`config.mk`:
```
export PLATFORM = sky130hd
export DESIGN_NAME = dcs_adc_seq
export DESIGN_NICKNAME = d
export VERILOG_FILES = /design/src/dcs_pkg.sv /design/src/dcs_adc_seq.sv /design/src/dcs_sar.sv /design/src/dcs_sync.sv
export SDC_FILE = /design/constraint.sdc
export NUM_CORES = 1
export LEC_CHECK = 0
export ABC_AREA = 1
export BUFFER_PORTS_ARGS = -buffer_cell sky130_fd_sc_hd__buf_4
export CAP_MARGIN = 20
export CORE_ASPECT_RATIO = 1.1
export CORE_MARGIN = 3
export CORE_UTILIZATION = 25
export CTS_BUF_LIST = sky130_fd_sc_hd__clkbuf_8
export DETAILED_ROUTE_END_ITERATION = 16
export SETUP_SLACK_MARGIN = 0.15
export SYNTH_ARGS = -nofsm -noshare
export SYNTH_HDL_FRONTEND = slang
export SYNTH_SLANG_ARGS = --single-unit
```
`constraint.sdc`:
```
create_clock -name clk -period 2.51 [get_ports clk]
set_input_delay 0.502 -clock clk [delete_from_list [all_inputs] [get_ports clk]]
set_output_delay 0.502 -clock clk [all_outputs]
set_load 0.005 [all_outputs]
```
`src/dcs_pkg.sv`:
```
package dcs_pkg;

  // converter word widths
  localparam int unsigned RESULT_W = 8;
  localparam int unsigned CTRL_W = 8;

  // edge counter width and edge numbers inside a sixteen-clock slot
  localparam int unsigned EDGE_W = 5;
  localparam logic [4:0] EDGE_NONE = 5'h00;
  localparam logic [4:0] EDGE_FIRST = 5'h01;
  localparam logic [4:0] EDGE_TRACK_LAST = 5'h03;
  localparam logic [4:0] EDGE_HOLD = 5'h04;
  localparam logic [4:0] EDGE_MSB = 5'h05;
  localparam logic [4:0] EDGE_LSB = 5'h0c;
  localparam logic [4:0] EDGE_CTRL_LAST = 5'h08;
  localparam logic [4:0] EDGE_SLOT_END = 5'h10;

  // channel code field inside the control word
  localparam int unsigned CODE_HI_POS = 5;
  localparam int unsigned CODE_MID_POS = 4;
  localparam int unsigned CODE_LO_POS = 3;

  // channel choices and values after reset
  localparam logic CHAN_A = 1'b0;
  localparam logic CHAN_B = 1'b1;
  localparam logic RESET_CHAN = 1'b0;
  localparam logic [7:0] RESET_CTRL = 8'h00;
  localparam logic [7:0] RESET_RESULT = 8'h00;
  localparam logic [7:0] SAR_TRIAL_INIT = 8'h80;

  // pin synchroniser: bit 0 frame select, bit 1 serial clock, bit 2 data
  localparam int unsigned SYNC_W = 3;
  localparam logic [2:0] SYNC_RESET = 3'h1;
  localparam int unsigned SYNC_CS = 0;
  localparam int unsigned SYNC_SCLK = 1;
  localparam int unsigned SYNC_DIN = 2;

  // sequencer states, one-hot
  typedef enum logic [3:0] {
    ST_OFF = 4'h1,
    ST_TRACK = 4'h2,
    ST_CONVERT = 4'h4,
    ST_IDLE = 4'h8
  } dcs_state_t;

endpackage

```
`src/dcs_adc_seq.sv`:
```
`timescale 1ns/1ps
// Summary of operation
// track selected input for first three clocks
// hold and convert for next thirteen clocks
// result MSB first, starting fifth clock
// frame spans select low, sixteen-edge multiples
// output enabled only while select low
// power down when deselected or between slots
// retrack after slot end, hold at edge four
// select fall counts as first fall
// clock parked high waits for real fall
// shift in eight control bits per slot
// control word picks next conversion's input
// after reset first result from input_a
// bits five to three form channel code
// other control bits are ignored
// low code bit chooses input_a or input_b
// host never sets middle code bit
// straight binary result, one step per code
// back to back sixteen-clock conversions
// non-result cycles drive zero
// latch code at bit eight, apply next track
module dcs_adc_seq
  import dcs_pkg::*;
(
  // clock and reset
  input wire logic clk,
  input wire logic resetn,
  // serial pins from the host
  input wire logic frameSelectN,
  input wire logic serialClock,
  input wire logic selectIn,
  // serial result pin, data and drive enable
  output logic resultOut,
  output logic resultOutEn,
  // digitised levels of the two inputs
  input wire logic [RESULT_W-1:0] inputA,
  input wire logic [RESULT_W-1:0] inputB,
  // status
  output logic trackMode,
  output logic powerDown,
  output logic activeChan,
  output logic [CTRL_W-1:0] nextChannelSelect,
  output logic [RESULT_W-1:0] lastResult
);

  // synchronised pins
  logic [SYNC_W-1:0] pinSync; // second-stage copies
  logic csN; // frame select, active low
  logic sclk; // serial clock level
  logic din; // control data level
  logic csPrev; // last frame select level
  logic sclkPrev; // last serial clock level

  // edge events
  logic frameOn; // frame in progress
  logic csFallEv; // frame select fell
  logic fallEv; // internal serial clock falling edge
  logic riseEv; // internal serial clock rising edge

  // counters and state
  logic [EDGE_W-1:0] fallCount; // falling edges in slot
  logic [EDGE_W-1:0] next_fallCount; // value after this edge
  logic [EDGE_W-1:0] riseCount; // rising edges in slot
  dcs_state_t state; // sequencer state
  dcs_state_t next_state; // sequencer state next cycle

  // control path
  logic [CTRL_W-1:0] ctrlShift; // control bits being shifted in
  logic [CTRL_W-1:0] ctrlWord; // complete word on eighth bit
  logic pendingChan; // channel for the next slot

  // conversion path
  logic [RESULT_W-1:0] heldValue; // sample captured at hold
  logic sarStart; // begin a new approximation
  logic sarStep; // decide one result bit
  logic sarBit; // decision of this step
  logic [RESULT_W-1:0] sarWord; // bits decided so far

  // pin synchroniser
  dcs_sync u_sync (
    .clk(clk),
    .resetn(resetn),
    .asyncIn({selectIn, serialClock, frameSelectN}),
    .syncOut(pinSync)
  );

  assign csN = pinSync[SYNC_CS];
  assign sclk = pinSync[SYNC_SCLK];
  assign din = pinSync[SYNC_DIN];

  // previous levels for edge detection
  always_ff @(posedge clk or negedge resetn) begin
    if (!resetn) begin
      csPrev <= 1'b1;
      sclkPrev <= 1'b0;
    end else begin
      csPrev <= csN;
      sclkPrev <= sclk;
    end
  end

  // clock is gated off while deselected
  assign frameOn = !csN;
  assign csFallEv = csPrev && !csN;
  // select fall with clock low is the first falling edge
  assign fallEv = frameOn &&
    ((sclkPrev && !sclk) || (csFallEv && !sclk));
  // rises only count once the slot has started
  assign riseEv = frameOn && !sclkPrev && sclk && (fallCount != EDGE_NONE);

  // falling edge number after this edge, wrapping every sixteen
  always_comb begin
    next_fallCount = fallCount;
    if (fallEv) begin
      if (fallCount == EDGE_SLOT_END || fallCount == EDGE_NONE) begin
        next_fallCount = EDGE_FIRST;
      end else begin
        next_fallCount = fallCount + EDGE_FIRST;
      end
    end
  end

  // falling edge counter, cleared outside a frame
  always_ff @(posedge clk or negedge resetn) begin
    if (!resetn) begin
      fallCount <= EDGE_NONE;
    end else if (!frameOn) begin
      fallCount <= EDGE_NONE;
    end else begin
      fallCount <= next_fallCount;
    end
  end

  // rising edge counter, restarted with each slot
  always_ff @(posedge clk or negedge resetn) begin
    if (!resetn) begin
      riseCount <= EDGE_NONE;
    end else if (!frameOn) begin
      riseCount <= EDGE_NONE;
    end else if (fallEv && next_fallCount == EDGE_FIRST) begin
      riseCount <= EDGE_NONE;
    end else if (riseEv) begin
      riseCount <= riseCount + EDGE_FIRST;
    end
  end

  // sequencer next state
  always_comb begin
    next_state = state;
    if (!frameOn) begin
      next_state = ST_OFF;
    end else if (fallEv) begin
      case (next_fallCount)
        // start of a slot: acquire
        EDGE_FIRST: begin
          next_state = ST_TRACK;
        end
        // fourth fall: hold and convert
        EDGE_HOLD: begin
          next_state = ST_CONVERT;
        end
        // sixteenth fall: sleep until next slot
        EDGE_SLOT_END: begin
          next_state = ST_IDLE;
        end
        default: begin
          next_state = state;
        end
      endcase
    end
  end

  // sequencer state register
  always_ff @(posedge clk or negedge resetn) begin
    if (!resetn) begin
      state <= ST_OFF;
    end else begin
      state <= next_state;
    end
  end

  // status from state
  assign trackMode = (state == ST_TRACK);
  assign powerDown = (state == ST_OFF) || (state == ST_IDLE);

  // control word shift on the first eight rises of a slot
  always_ff @(posedge clk or negedge resetn) begin
    if (!resetn) begin
      ctrlShift <= RESET_CTRL;
    end else if (riseEv && riseCount < EDGE_CTRL_LAST) begin
      ctrlShift <= ctrlWord;
    end
  end

  assign ctrlWord = {ctrlShift[CTRL_W-2:0], din};

  // latch word and decode channel on the eighth bit
  always_ff @(posedge clk or negedge resetn) begin
    if (!resetn) begin
      nextChannelSelect <= RESET_CTRL;
      pendingChan <= RESET_CHAN;
    end else if (riseEv && riseCount == EDGE_CTRL_LAST - EDGE_FIRST) begin
      nextChannelSelect <= ctrlWord;
      // only the low code bit decides; high, middle and spare bits
      // do not steer anything, the host keeps middle low
      pendingChan <= ctrlWord[CODE_LO_POS];
    end
  end

  // apply pending channel at the start of each track phase
  always_ff @(posedge clk or negedge resetn) begin
    if (!resetn) begin
      activeChan <= RESET_CHAN;
    end else if (fallEv && next_fallCount == EDGE_FIRST) begin
      activeChan <= pendingChan;
    end
  end

  // capture the selected input as tracking ends
  always_ff @(posedge clk or negedge resetn) begin
    if (!resetn) begin
      heldValue <= RESET_RESULT;
    end else if (fallEv && next_fallCount == EDGE_HOLD) begin
      heldValue <= (activeChan == CHAN_B) ? inputB : inputA;
    end
  end

  // approximation strobes: start at hold, one step per data fall
  assign sarStart = fallEv && (next_fallCount == EDGE_HOLD);
  assign sarStep = fallEv && (next_fallCount >= EDGE_MSB) &&
    (next_fallCount <= EDGE_LSB);

  // successive approximation engine
  dcs_sar u_sar (
    .clk(clk),
    .resetn(resetn),
    .start(sarStart),
    .step(sarStep),
    .heldValue(heldValue),
    .decision(sarBit),
    .partial(sarWord)
  );

  // serial output: result bits on falls five to twelve, zero elsewhere
  always_ff @(posedge clk or negedge resetn) begin
    if (!resetn) begin
      resultOut <= 1'b0;
    end else if (!frameOn) begin
      resultOut <= 1'b0;
    end else if (fallEv) begin
      resultOut <= sarStep ? sarBit : 1'b0;
    end
  end

  // finished word, kept after the last bit
  always_ff @(posedge clk or negedge resetn) begin
    if (!resetn) begin
      lastResult <= RESET_RESULT;
    end else if (fallEv && next_fallCount == EDGE_LSB + EDGE_FIRST) begin
      lastResult <= sarWord;
    end
  end

  // select acts as output enable
  assign resultOutEn = frameOn;

  // output drive follows the select pin two clocks later
  chk_drive_follows_select: assert property (@(posedge clk)
    disable iff (!resetn) resultOutEn == !$past(frameSelectN, 2))
    else $error("output enable differs from select");

  // deselected means powered down and counters clear
  chk_off_when_deselect: assert property (@(posedge clk)
    disable iff (!resetn)
    $rose(csN) |=> powerDown && fallCount == 5'h00)
    else $error("not powered down after deselect");

  // first fall of a slot enters track
  chk_track_on_first: assert property (@(posedge clk)
    disable iff (!resetn)
    fallEv && next_fallCount == 5'h01 |=> trackMode)
    else $error("track not entered on first fall");

  // tracking lasts until the fourth fall
  chk_track_to_hold: assert property (@(posedge clk)
    disable iff (!resetn) fallEv && fallCount == 5'h03 |=>
    state == ST_CONVERT && !trackMode)
    else $error("hold not entered on fourth fall");

  // select fall with clock parked low starts the slot
  chk_select_first_fall: assert property (@(posedge clk)
    disable iff (!resetn)
    csFallEv && !sclk |=> fallCount == 5'h01)
    else $error("select fall not taken as first fall");

  // zeros outside the eight result cycles
  chk_zero_fill: assert property (@(posedge clk)
    disable iff (!resetn) frameOn && (fallCount < 5'h05 ||
    fallCount > 5'h0c) |-> resultOut == 1'b0)
    else $error("non-zero outside result cycles");

  // MSB lands on the fifth fall from the held sample
  chk_msb_first: assert property (@(posedge clk)
    disable iff (!resetn) fallEv && next_fallCount == 5'h05 |=>
    resultOut == (heldValue >= 8'h80))
    else $error("first result bit is not the MSB");

  // eighth rise latches the code for the next slot
  chk_code_latch: assert property (@(posedge clk)
    disable iff (!resetn)
    riseEv && riseCount == 5'h07 |=>
    pendingChan == nextChannelSelect[3] && riseCount == 5'h08)
    else $error("channel code not latched on eighth bit");

  // slot wraps after sixteen falls into idle power-down
  chk_slot_wrap: assert property (@(posedge clk)
    disable iff (!resetn) fallEv && fallCount == 5'h0f |=>
    fallCount == 5'h10 && powerDown)
    else $error("slot did not end on sixteenth fall");

endmodule

```
`src/dcs_sar.sv`:
```
`timescale 1ns/1ps
module dcs_sar
  import dcs_pkg::*;
(
  // clock and reset
  input wire logic clk,
  input wire logic resetn,
  // sequencing strobes
  input wire logic start,
  input wire logic step,
  // held sample
  input wire logic [RESULT_W-1:0] heldValue,
  // bit decided on this step, and the word built so far
  output logic decision,
  output logic [RESULT_W-1:0] partial
);

  logic [RESULT_W-1:0] trial; // one-hot weight under test

  // compare held level against the trial code
  assign decision = (heldValue >= (partial | trial));

  // approximation register, MSB weight first
  always_ff @(posedge clk or negedge resetn) begin
    if (!resetn) begin
      partial <= RESET_RESULT;
      trial <= SAR_TRIAL_INIT;
    end else if (start) begin
      partial <= RESET_RESULT;
      trial <= SAR_TRIAL_INIT;
    end else if (step) begin
      if (decision) begin
        partial <= partial | trial;
      end
      trial <= trial >> 1;
    end
  end

  // a kept bit never exceeds the held level
  chk_sar_bound: assert property (@(posedge clk)
    disable iff (!resetn) step |=> (partial <= heldValue))
    else $error("approximation passed held level");

endmodule

```
`src/dcs_sync.sv`:
```
`timescale 1ns/1ps
module dcs_sync
  import dcs_pkg::*;
(
  // clock and reset
  input wire logic clk,
  input wire logic resetn,
  // raw pins and their synchronised copies
  input wire logic [SYNC_W-1:0] asyncIn,
  output logic [SYNC_W-1:0] syncOut
);

  // two flops per pin; only the second stage is visible outside
  genvar i;
  generate
    for (i = 0; i < SYNC_W; i++) begin : g_bit
      logic stage1; // first stage, read by stage two only
      always_ff @(posedge clk or negedge resetn) begin
        if (!resetn) begin
          stage1 <= SYNC_RESET[i];
          syncOut[i] <= SYNC_RESET[i];
        end else begin
          stage1 <= asyncIn[i];
          syncOut[i] <= stage1;
        end
      end
    end
  endgenerate

endmodule
```
==> flow_summary.json, run 1 <==
{
  "numCtsBuffers": 9,
  "grt_max_degree": 72,
  "dieHeight_um": 129,
  "final_net_count": 463,
  "hold_path.class": "in -> reg",
  "antenna_found_initial": 0,
  "drive_gt1_share_pct": 23.9,
  "syn_inst": 382,
  "power.density_nw_per_um2": 662,
  "stdcell_area_sq_um": 4190,
  "synth_top_area_cell": "dfrtp_1",
  "fillCellCount": 1403,
  "finalSetupTns_ns": 0,
  "synth_common_cells": "nand2_1, dfrtp_1, inv_1",
  "netlist_top_cells_area": "dfrtp_1, nand2_1, inv_1",
  "area_delta_synth_final_pct": 22.2,
  "cts_tree": "done",
  "critPathMaxFanout": 16,
  "drt_iter0_markers": 107,
  "finalWirelength_mm": 7.19,
  "placed_area_sq_um": 3910,
  "die_w_um": 118,
  "drt-wirelength-per-cell_um": 11.6,
  "ys_warn_count": 0,
  "diodes": 0,
  "regArea_sq_um": 1780,
  "end_kind": "register",
  "vias_per_cell": 4.27,
  "synth_most_common_cell": "nand2_1",
  "setup_viol": 0,
  "drtPass1Iterations": 4,
  "final_util_pct": 31.4,
  "rsz0062_at_grt": "false",
  "multiInputGateArea_sq_um": 1400,
  "ant_nets": 0,
  "finalWeightedCongestion": 0.897,
  "grt_usage_pct": 9.66,
  "timing_worst_setup_path_type": "reg -> reg",
  "setup_slack_ns": 0.357,
  "fmax_ghz": 0.465,
  "cts_resized": 0,
  "skew_ns": 0.00849,
  "required_ns": 2.73,
  "cts_buffer_depth": 2,
  "fin_hold_ws_ns": 0.272,
  "avgSynthCellArea_sq_um": 8.96,
  "clkTransAtPathRegs_ns": 0.07,
  "total_power_mw": 2.77,
  "io_buffers": 41,
  "relSlewSlack_pct": 41.3,
  "hold_viol_final": 0,
  "pre_cts_slack_ns": 0.308,
  "synth_edf_count": 0,
  "start_util_pct": 25.7,
  "htreeDepth": 3,
  "dieArea_sq_um": 15100,
  "pin_count": 42,
  "worstPathArrival_ns": 2.37,
  "dp.cells": 598,
  "outcome": "complete, no violations",
  "ys_seq_area_share_pct": 52.1,
  "period_minus_slack_ns": 2.15,
  "maxCapViolations": 0,
  "synthFlopType": "dfrtp_1",
  "grt_pass1_vias": 2578,
  "final_cells": 620,
  "cts_sinks": 71,
  "syn_area_sq_um": 3420,
  "drcViolationCount": 0,
  "startpoint_type": "register",
  "clockRootBuffer": "clkbuf_8",
  "num_vias": 2646,
  "cts_hold_buf": 0,
  "ir_drop_uv": 361,
  "rows": 44,
  "worst_pin_slew_ns": 0.881,
  "insertion_delay_ns": 0.33,
  "netlist-cell-type-count": 35,
  "finalMaxSlewViolations": 0,
  "period_share_pct": 85.8,
  "core-area_sq_um": 13300,
  "overflow": 0,
  "ys_ff_latch": 71,
  "place_hpwl_mm": 5.13,
  "synth.net_count": 414,
  "async_reset_ff_share_pct": 100,
  "p_leak_nw": 1.98,
  "grt_first_pass_wirelength_mm": 12.0,
  "synth_top_area_share_pct": 48.2
}
-- kinds of logic (layout without fill, tap and decap cells) --
group,after synthesis,in the layout,synth area share (%)
flops,71,71,52.1
xor+xnor,2,2,0.512
simple gates,167,168,23.6
buf+inv,59,112,7.31
compound gates,71,71,12.2
fa+ha+maj,11,11,4.02
mux,1,1,0.329
-- metal layers --
metal | wire length, um | up-vias | track usage (%)
li1 | - | 1339 | -
met1 | 3510 | 1240 | 13.0
met2 | 3300 | 60 | 15.2
met3 | 307 | 7 | 2.11
met4 | 73 | 0 | 4.14
met5 | 0 | - | 0
-- report_power, final --
group | leakage [nW] | switching [mW] | total (mW) | internal, mW
combinational | 0.915 | 0.258 | 0.439 | 0.181
sequential | 0.940 | 0.0729 | 1.33 | 1.26
clock | 0.122 | 0.399 | 1.00 | 0.606
total | 1.98 | 0.730 | 2.77 | 2.04
-- critical path: stages, from the launching register on --
cell	delay (ns)
dfstp_2	0.61
inv_2	0.17
nand3_2	0.12
nand2_4	0.07
nand3_1	0.08
nand2_2	0.11
nor3_4	0.24
nand3_2	0.36
nand2_1	0.20
o21ai_2	0.06
-- timing repair --
item	in CTS	in global routing
buffers inserted	0	5
endpoints found under the hold margin	0	0
setup endpoints to repair	0	10
-- layout by cell type (no fill, tap or decap) --
cell | Yosys | routed
nand3_1 | 23 | 23
clkbuf_8 | 0 | 11
nor4_1 | 1 | 1
nor2_2 | 2 | 2
inv_2 | 3 | 3
inv_1 | 44 | 46
o2111ai_1 | 1 | 1
clkinv_2 | 0 | 1
nand2_1 | 88 | 88
o211ai_4 | 1 | 1
a21oi_1 | 12 | 12
nor3_1 | 2 | 2
o21ai_0 | 33 | 33
bufinv_16 | 0 | 2
nor3b_1 | 1 | 1
nand4_1 | 7 | 7
o211ai_1 | 1 | 1
nand2_2 | 7 | 7
o21ai_1 | 12 | 12
nand3b_1 | 1 | 1
nand4_4 | 1 | 1
nand2_4 | 1 | 1
dfstp_2 | 5 | 5
o21ai_2 | 10 | 10
buf_4 | 2 | 49
nor3_4 | 2 | 2
nand4_2 | 1 | 2
xor2_1 | 2 | 2
nand3_2 | 4 | 4
nor2_4 | 2 | 2
dfrtp_1 | 66 | 66
ha_1 | 11 | 11
a22oi_1 | 1 | 1
nor2_1 | 24 | 24
mux2_2 | 1 | 1
-- final timing paths --
| path | endpoint | slack, ns | depth (start not counted) | from |
|---|---|---|---|---|
| max | lastResult[4] | 0.36 | 9 | u_sync.syncOut[0] |
| min | u_sync.g_bit[1].stage1 | 0.27 | 1 | serialClock |
| max reg2reg | lastResult[4] | 0.36 | 9 | u_sync.syncOut[0] |
| min reg2reg | u_sync.syncOut[1] | 0.35 | 0 | u_sync.g_bit[1].stage1 |
| max in group asynchronous | fallCount[2] | 1.65 | 1 | resetn |
| min in group asynchronous | u_sync.g_bit[1].stage1 | 0.28 | 1 | resetn |
-- flip-flops by register name, summed over array words and instances, names as in the netlist --
register,count
u_sync.syncOut,3
heldValue,8
activeChan,1
u_sync.g_bit.stage1,3
nextChannelSelect,8
sclkPrev,1
ctrlShift,7
lastResult,8
u_sar.partial,8
state,4
csPrev,1
riseCount,5
resultOut,1
u_sar.trial,8
fallCount,5
-- layout make-up --
| class | instances | area share (%) |
|---|---|---|
| sequential | 71 | 42.6 |
| multi-input combinational | 253 | 33.5 |
| timing repair buffer | 49 | 8.79 |
| tap | 184 | 5.50 |
| inverter | 47 | 4.22 |
| clock buffer | 11 | 3.62 |
| clock inverter | 5 | 1.73 |
Power figures use the tool's default switching activity.
==> run 2: changes to the inputs <==
Settings changed: RECOVER_POWER set to 50.
==> flow_summary.json, run 2 (same netlist as run 1, synthesis figures left out) <==
{
  "grt_first_pass_wirelength_mm": 12.0,
  "overflow": 0,
  "finalMaxSlewViolations": 72,
  "finalWeightedCongestion": 0.897,
  "period_share_pct": 85.8,
  "finalSetupTns_ns": 0,
  "hold_path.class": "in -> reg",
  "insertion_delay_ns": 0.33,
  "p_leak_nw": 1.97,
  "ir_drop_uv": 361,
  "ant_nets": 0,
  "crit_top_cell": "nand3_2",
  "period_minus_slack_ns": 2.15,
  "cts_buffer_depth": 2,
  "rows": 44,
  "hold_depth": 1,
  "timing_worst_setup_path_type": "reg -> reg",
  "htreeDepth": 3,
  "pre_cts_slack_ns": 0.308,
  "die_w_um": 118,
  "final_common_cell": "nand2_1",
  "final_cell_mix": "nand2_1, dfrtp_1, inv_1, buf_4, o21ai_0",
  "outcome": "finished, violations left",
  "grt_max_degree": 72,
  "worstPathArrival_ns": 2.37,
  "dieArea_sq_um": 15100,
  "antenna_found_initial": 0,
  "area_delta_synth_final_pct": 22.0,
  "hold_viol_final": 0,
  "rsz0062_at_grt": "false",
  "setup_slack_ns": 0.357,
  "relSlewSlack_pct": -15.7,
  "num_vias": 2641,
  "drt-wirelength-per-cell_um": 11.6,
  "drcViolationCount": 0,
  "cts_resized": 0,
  "diodes": 0,
  "end_kind": "register",
  "ff2ff_setup_slack_ns": 0.36,
  "crit_slowest_cell": "dfstp_2",
  "place_hpwl_mm": 5.13,
  "cts_tree": "done",
  "cts_hold_buf": 0,
  "vias_per_cell": 4.26,
  "power.density_nw_per_um2": 663,
  "grt_usage_pct": 9.66,
  "crit_chain": "inv_2, nand3_2, nand2_4, nand3_1, nand2_2, nor3_4, nand3_2, nand2_1, o21ai_2",
  "r2r-end": "lastResult[4]",
  "dieHeight_um": 129,
  "clkTransAtPathRegs_ns": 0.07,
  "hold_start": "frameSelectN",
  "cts_sinks": 71,
  "drtPass1Iterations": 4,
  "io_buffers": 41,
  "drive_gt1_share_pct": 23.6,
  "worst_pin_slew_ns": 1.73,
  "skew_ns": 0.00849,
  "pin_count": 42,
  "maxCapViolations": 1,
  "critPathMaxFanout": 16,
  "start_util_pct": 25.7,
  "ff2ff_path_depth": 9,
  "required_ns": 2.73,
  "startpoint_type": "register",
  "crit_path_max_incr_delay_ns": 0.61,
  "drt_iter0_markers": 107,
  "core-area_sq_um": 13300,
  "worstReg2RegStart": "u_sync.syncOut[0]",
  "final_net_count": 463,
  "finalWirelength_mm": 7.18,
  "grt_pass1_vias": 2578,
  "fmax_ghz": 0.465,
  "violations": "capacitance limit, slew limit",
  "numCtsBuffers": 9,
  "hold_path_end": "u_sync.g_bit[0].stage1",
  "setup_viol": 0,
  "clockRootBuffer": "clkbuf_8"
}
## run 2: worst max-delay path: cells and delay by family (launching register included)
kind                   cells  cell delay [ns]
AND/OR/NAND/NOR            7             1.18
flip-flops                 1             0.61
buffers and inverters      1             0.17
AO/OA/AOI/OAI              1             0.06
## run 2: where the power goes
part | total, mW | internal [mW] | switching [mW]
clock network | 1.00 | 0.605 | 0.398
logic | 0.438 | 0.180 | 0.258
registers | 1.33 | 1.26 | 0.0730
## run 2: routing by layer
layer  GRT usage, %  up-vias  wire length, um  part of all wire [%]
met4           4.14        0               73                   1.0
li1               -     1339                -                     -
met3           2.11        7              298                   4.2
met1           13.0     1238             3510                    49
met2           15.2       57             3300                    46
met5              0        -                0                     0
## run 2: repair_timing
| action | CTS | global route |
|---|---|---|
| setup endpoints to repair | 0 | 10 |
| setup buffers | 0 | 5 |
| hold endpoints to repair | 0 | 0 |
## run 2: cell type report
class | instances | area (sq um)
inverters | 47 | 176
repair buffers | 49 | 362
clock buffers | 11 | 151
clock inverters | 5 | 72.6
fillers | 1404 | 9140
well taps | 184 | 230
flip-flops and latches | 71 | 1780
multi-input cells | 253 | 1400
## run 2: how the worst max path moves through the flow
stage / startpoint / end / slack (ns)
2_1_floorplan: fallCount[0] / u_sar.trial[5] / 0.75
3_3_place_gp: u_sync.syncOut[0] / u_sar.partial[3] / 0.37
3_5_place_dp: u_sync.syncOut[0] / u_sar.partial[5] / 0.31
4_1_cts: u_sync.syncOut[0] / u_sar.partial[5] / 0.29
5_1_grt: u_sync.syncOut[0] / lastResult[0] / 0.16
6_report: u_sync.syncOut[0] / lastResult[4] / 0.36
## run 2: through the flow
step	instances	utilization, %	power (mW)	area (sq um)	hold slack, ns
6_report	620	31.4	2.77	4180	0.275
5_1_grt	620	31.4	2.95	4180	0.247
4_1_cts	614	31.0	2.80	4140	0.250
3_5_place_dp	598	29.4	1.79	3910	0.336
3_3_place_gp	598	29.4	1.77	3910	0.337
2_1_floorplan	382	-	1.64	3420	0.206
==> run 3: changes to the inputs <==
Settings changed: GPL_TIMING_DRIVEN set to 0, SKIP_LAST_GASP set to 1, SYNTH_HIERARCHICAL set to 1.
==> flow_summary.json, run 3 <==
{
  "worstPathArrival_ns": 2.49,
  "pin_count": 42,
  "grt_pass1_vias": 2602,
  "fillCellCount": 1445,
  "rows": 44,
  "io_buffers": 41,
  "setup_viol": 0,
  "synth_top_area_cell": "dfrtp_1",
  "violations": "capacitance limit, slew limit",
  "synth_top_family_by_area": "simple AND/OR/NAND/NOR gates",
  "synth_compound_area_share_pct": 11.1,
  "cts_sinks": 71,
  "finalSetupTns_ns": 0,
  "clkTransAtPathRegs_ns": 0.07,
  "drt_iter0_markers": 181,
  "grt_use_met1_pct": 13.0,
  "finalMaxSlewViolations": 72,
  "synth.net_count": 425,
  "clockRootBuffer": "clkbuf_8",
  "rsz0062_at_grt": "false",
  "finalWirelength_mm": 7.07,
  "syn_inst": 393,
  "critPathMaxFanout": 10,
  "grt_usage_pct": 9.75,
  "period_minus_slack_ns": 2.27,
  "start_util_pct": 26.0,
  "antenna_found_initial": 0,
  "drive_gt1_share_pct": 27.5,
  "grt_first_pass_wirelength_mm": 12.3,
  "worstReg2RegStart": "u_sync/syncOut[0]",
  "htreeDepth": 3,
  "worst_pin_slew_ns": 1.73,
  "overflow": 0,
  "relSlewSlack_pct": -15.3,
  "avgSynthCellArea_sq_um": 8.88,
  "diodes": 0,
  "fmax_ghz": 0.440,
  "gr-usage-met3_pct": 1.52,
  "dieHeight_um": 130,
  "power.density_nw_per_um2": 648,
  "synth_top_area_share_pct": 47.3,
  "async_reset_ff_share_pct": 100,
  "outcome": "finished, violations left",
  "netlist-cell-type-count": 37,
  "final_net_count": 478,
  "multiInputGateArea_sq_um": 1470,
  "synth_common_cells": "nand2_1, dfrtp_1, inv_1",
  "hold_path.class": "in -> reg",
  "regArea_sq_um": 1780,
  "end_kind": "register",
  "p_leak_nw": 2.08,
  "place_hpwl_mm": 5.22,
  "synthAdderAreaFrac_pct": 3.94,
  "synth_most_common_cell": "nand2_1",
  "vias_per_cell": 4.20,
  "insertion_delay_ns": 0.34,
  "synth_mux_area_share_pct": 0.323,
  "core-area_sq_um": 13400,
  "ys_warn_count": 6,
  "maxCapViolations": 1,
  "ys_seq_area_share_pct": 51.1,
  "numCtsBuffers": 9,
  "skew_ns": 0.00678,
  "syn_area_sq_um": 3490,
  "die_w_um": 119,
  "ys_ff_latch": 71,
  "num_vias": 2667,
  "timing_worst_setup_path_type": "reg -> reg",
  "grt_use_met2_pct": 15.3,
  "cts_buffer_depth": 2,
  "synthFlopType": "dfrtp_1",
  "dieArea_sq_um": 15400,
  "hold_depth": 1,
  "final_common_cell": "nand2_1",
  "required_ns": 2.73,
  "busiest_layer": "met2",
  "drtPass1Iterations": 4,
  "hold_start": "frameSelectN",
  "cts_tree": "done",
  "drt-wirelength-per-cell_um": 11.1,
  "dp.cells": 618,
  "period_share_pct": 90.5,
  "synthXorXnorAreaFrac_pct": 0.502,
  "hold_path_end": "u_sync/g_bit[0].stage1",
  "grt_max_degree": 72,
  "synth_edf_count": 0,
  "synthSimpleGateAreaFrac_pct": 25.8,
  "hold_viol_final": 0,
  "ant_nets": 0,
  "finalWeightedCongestion": 0.797,
  "ir_drop_uv": 230,
  "final_cells": 635,
  "final_cell_mix": "nand2_1, dfrtp_1, buf_4, inv_1, o21ai_0",
  "drcViolationCount": 0,
  "ff2ff_path_depth": 14,
  "r2r-end": "u_sar/trial[4]",
  "startpoint_type": "register",
  "area_delta_synth_final_pct": 21.3,
  "ff2ff_setup_slack_ns": 0.24,
  "netlist_top_cells_area": "dfrtp_1, nand2_1, o21ai_0"
}
[run 3: worst max-delay path by stage]
stage	startpoint	end	slack, ns	cells past startpoint
final	u_sync/syncOut[0]	u_sar/trial[4]	0.24	14
after global routing	u_sync/syncOut[0]	u_sar/trial[2]	0.12	14
after CTS	u_sync/syncOut[0]	u_sar/trial[4]	0.24	13
after detailed placement	u_sync/syncOut[0]	u_sar/trial[4]	0.15	14
after global placement	u_sync/syncOut[0]	u_sar/trial[2]	0.17	14
after floorplan	u_sync/syncOut[0]	u_sar/trial[1]	0.40	14
[run 3: critical path: stages, from the launching register on]
cell and delay (ns):
dfstp_1 0.54, buf_6 0.16, inv_8 0.06, o211ai_4 0.10, buf_8 0.18, nand2_1 0.07, o21ai_2 0.10, inv_2 0.10
nand2_1 0.10, nand3_1 0.13, a21oi_4 0.20, nor2_1 0.07, clkbuf_4 0.19, nand2_1 0.06, o21ai_0 0.09
[run 3: layout make-up]
type / instances / share of cell area [%]
clock buffer: 11 / 3.58
timing repair buffer: 42 / 7.39
clock inverter: 5 / 0.561
tap: 184 / 5.44
inverter: 42 / 3.90
sequential: 71 / 42.1
multi-input combinational: 268 / 34.8
buffer: 12 / 2.19
[run 3: cells by family after synthesis]
family | after synthesis
AOI/OAI and AO/OA | 58
xor gates and xnor gates | 2
adders and majority gates | 11
buffers and inverters | 54
DFF | 71
muxes | 1
and+or+nand+nor | 196
[run 3: per-layer routing]
metal	vias to the layer above	wire, um
met2	54	3230
met1	1246	3450
met3	11	256
met5	-	0
met4	0	136
li1	1356	-
[run 3: power by group]
| group | total, mW | internal [mW] | switching [mW] |
|---|---|---|---|
| clock | 0.807 | 0.402 | 0.405 |
| combinational | 0.581 | 0.242 | 0.339 |
| sequential | 1.36 | 1.27 | 0.0836 |
[run 3: what timing repair did]
| item | in CTS | in global routing |
|---|---|---|
| gates cloned | 0 | 0 |
| hold buffers | 0 | 0 |
| pin swaps | 0 | 1 |
| setup endpoints to repair | 5 | 9 |
| buffers inserted | 0 | 1 |
| resized for setup | 1 | 7 |
[run 3: through the flow]
step	area [sq um]	total power, mW	setup WS [ns]	util [%]	hold WS (ns)
finish	4230	2.74	0.238	31.5	0.265
global route	4230	2.94	0.118	31.5	0.251
CTS	4210	2.79	0.242	31.3	0.237
detailed placement	4030	1.96	0.148	30.0	0.336
global placement	4030	1.94	0.171	30.0	0.339
floorplan	3490	1.79	0.399	-	0.206
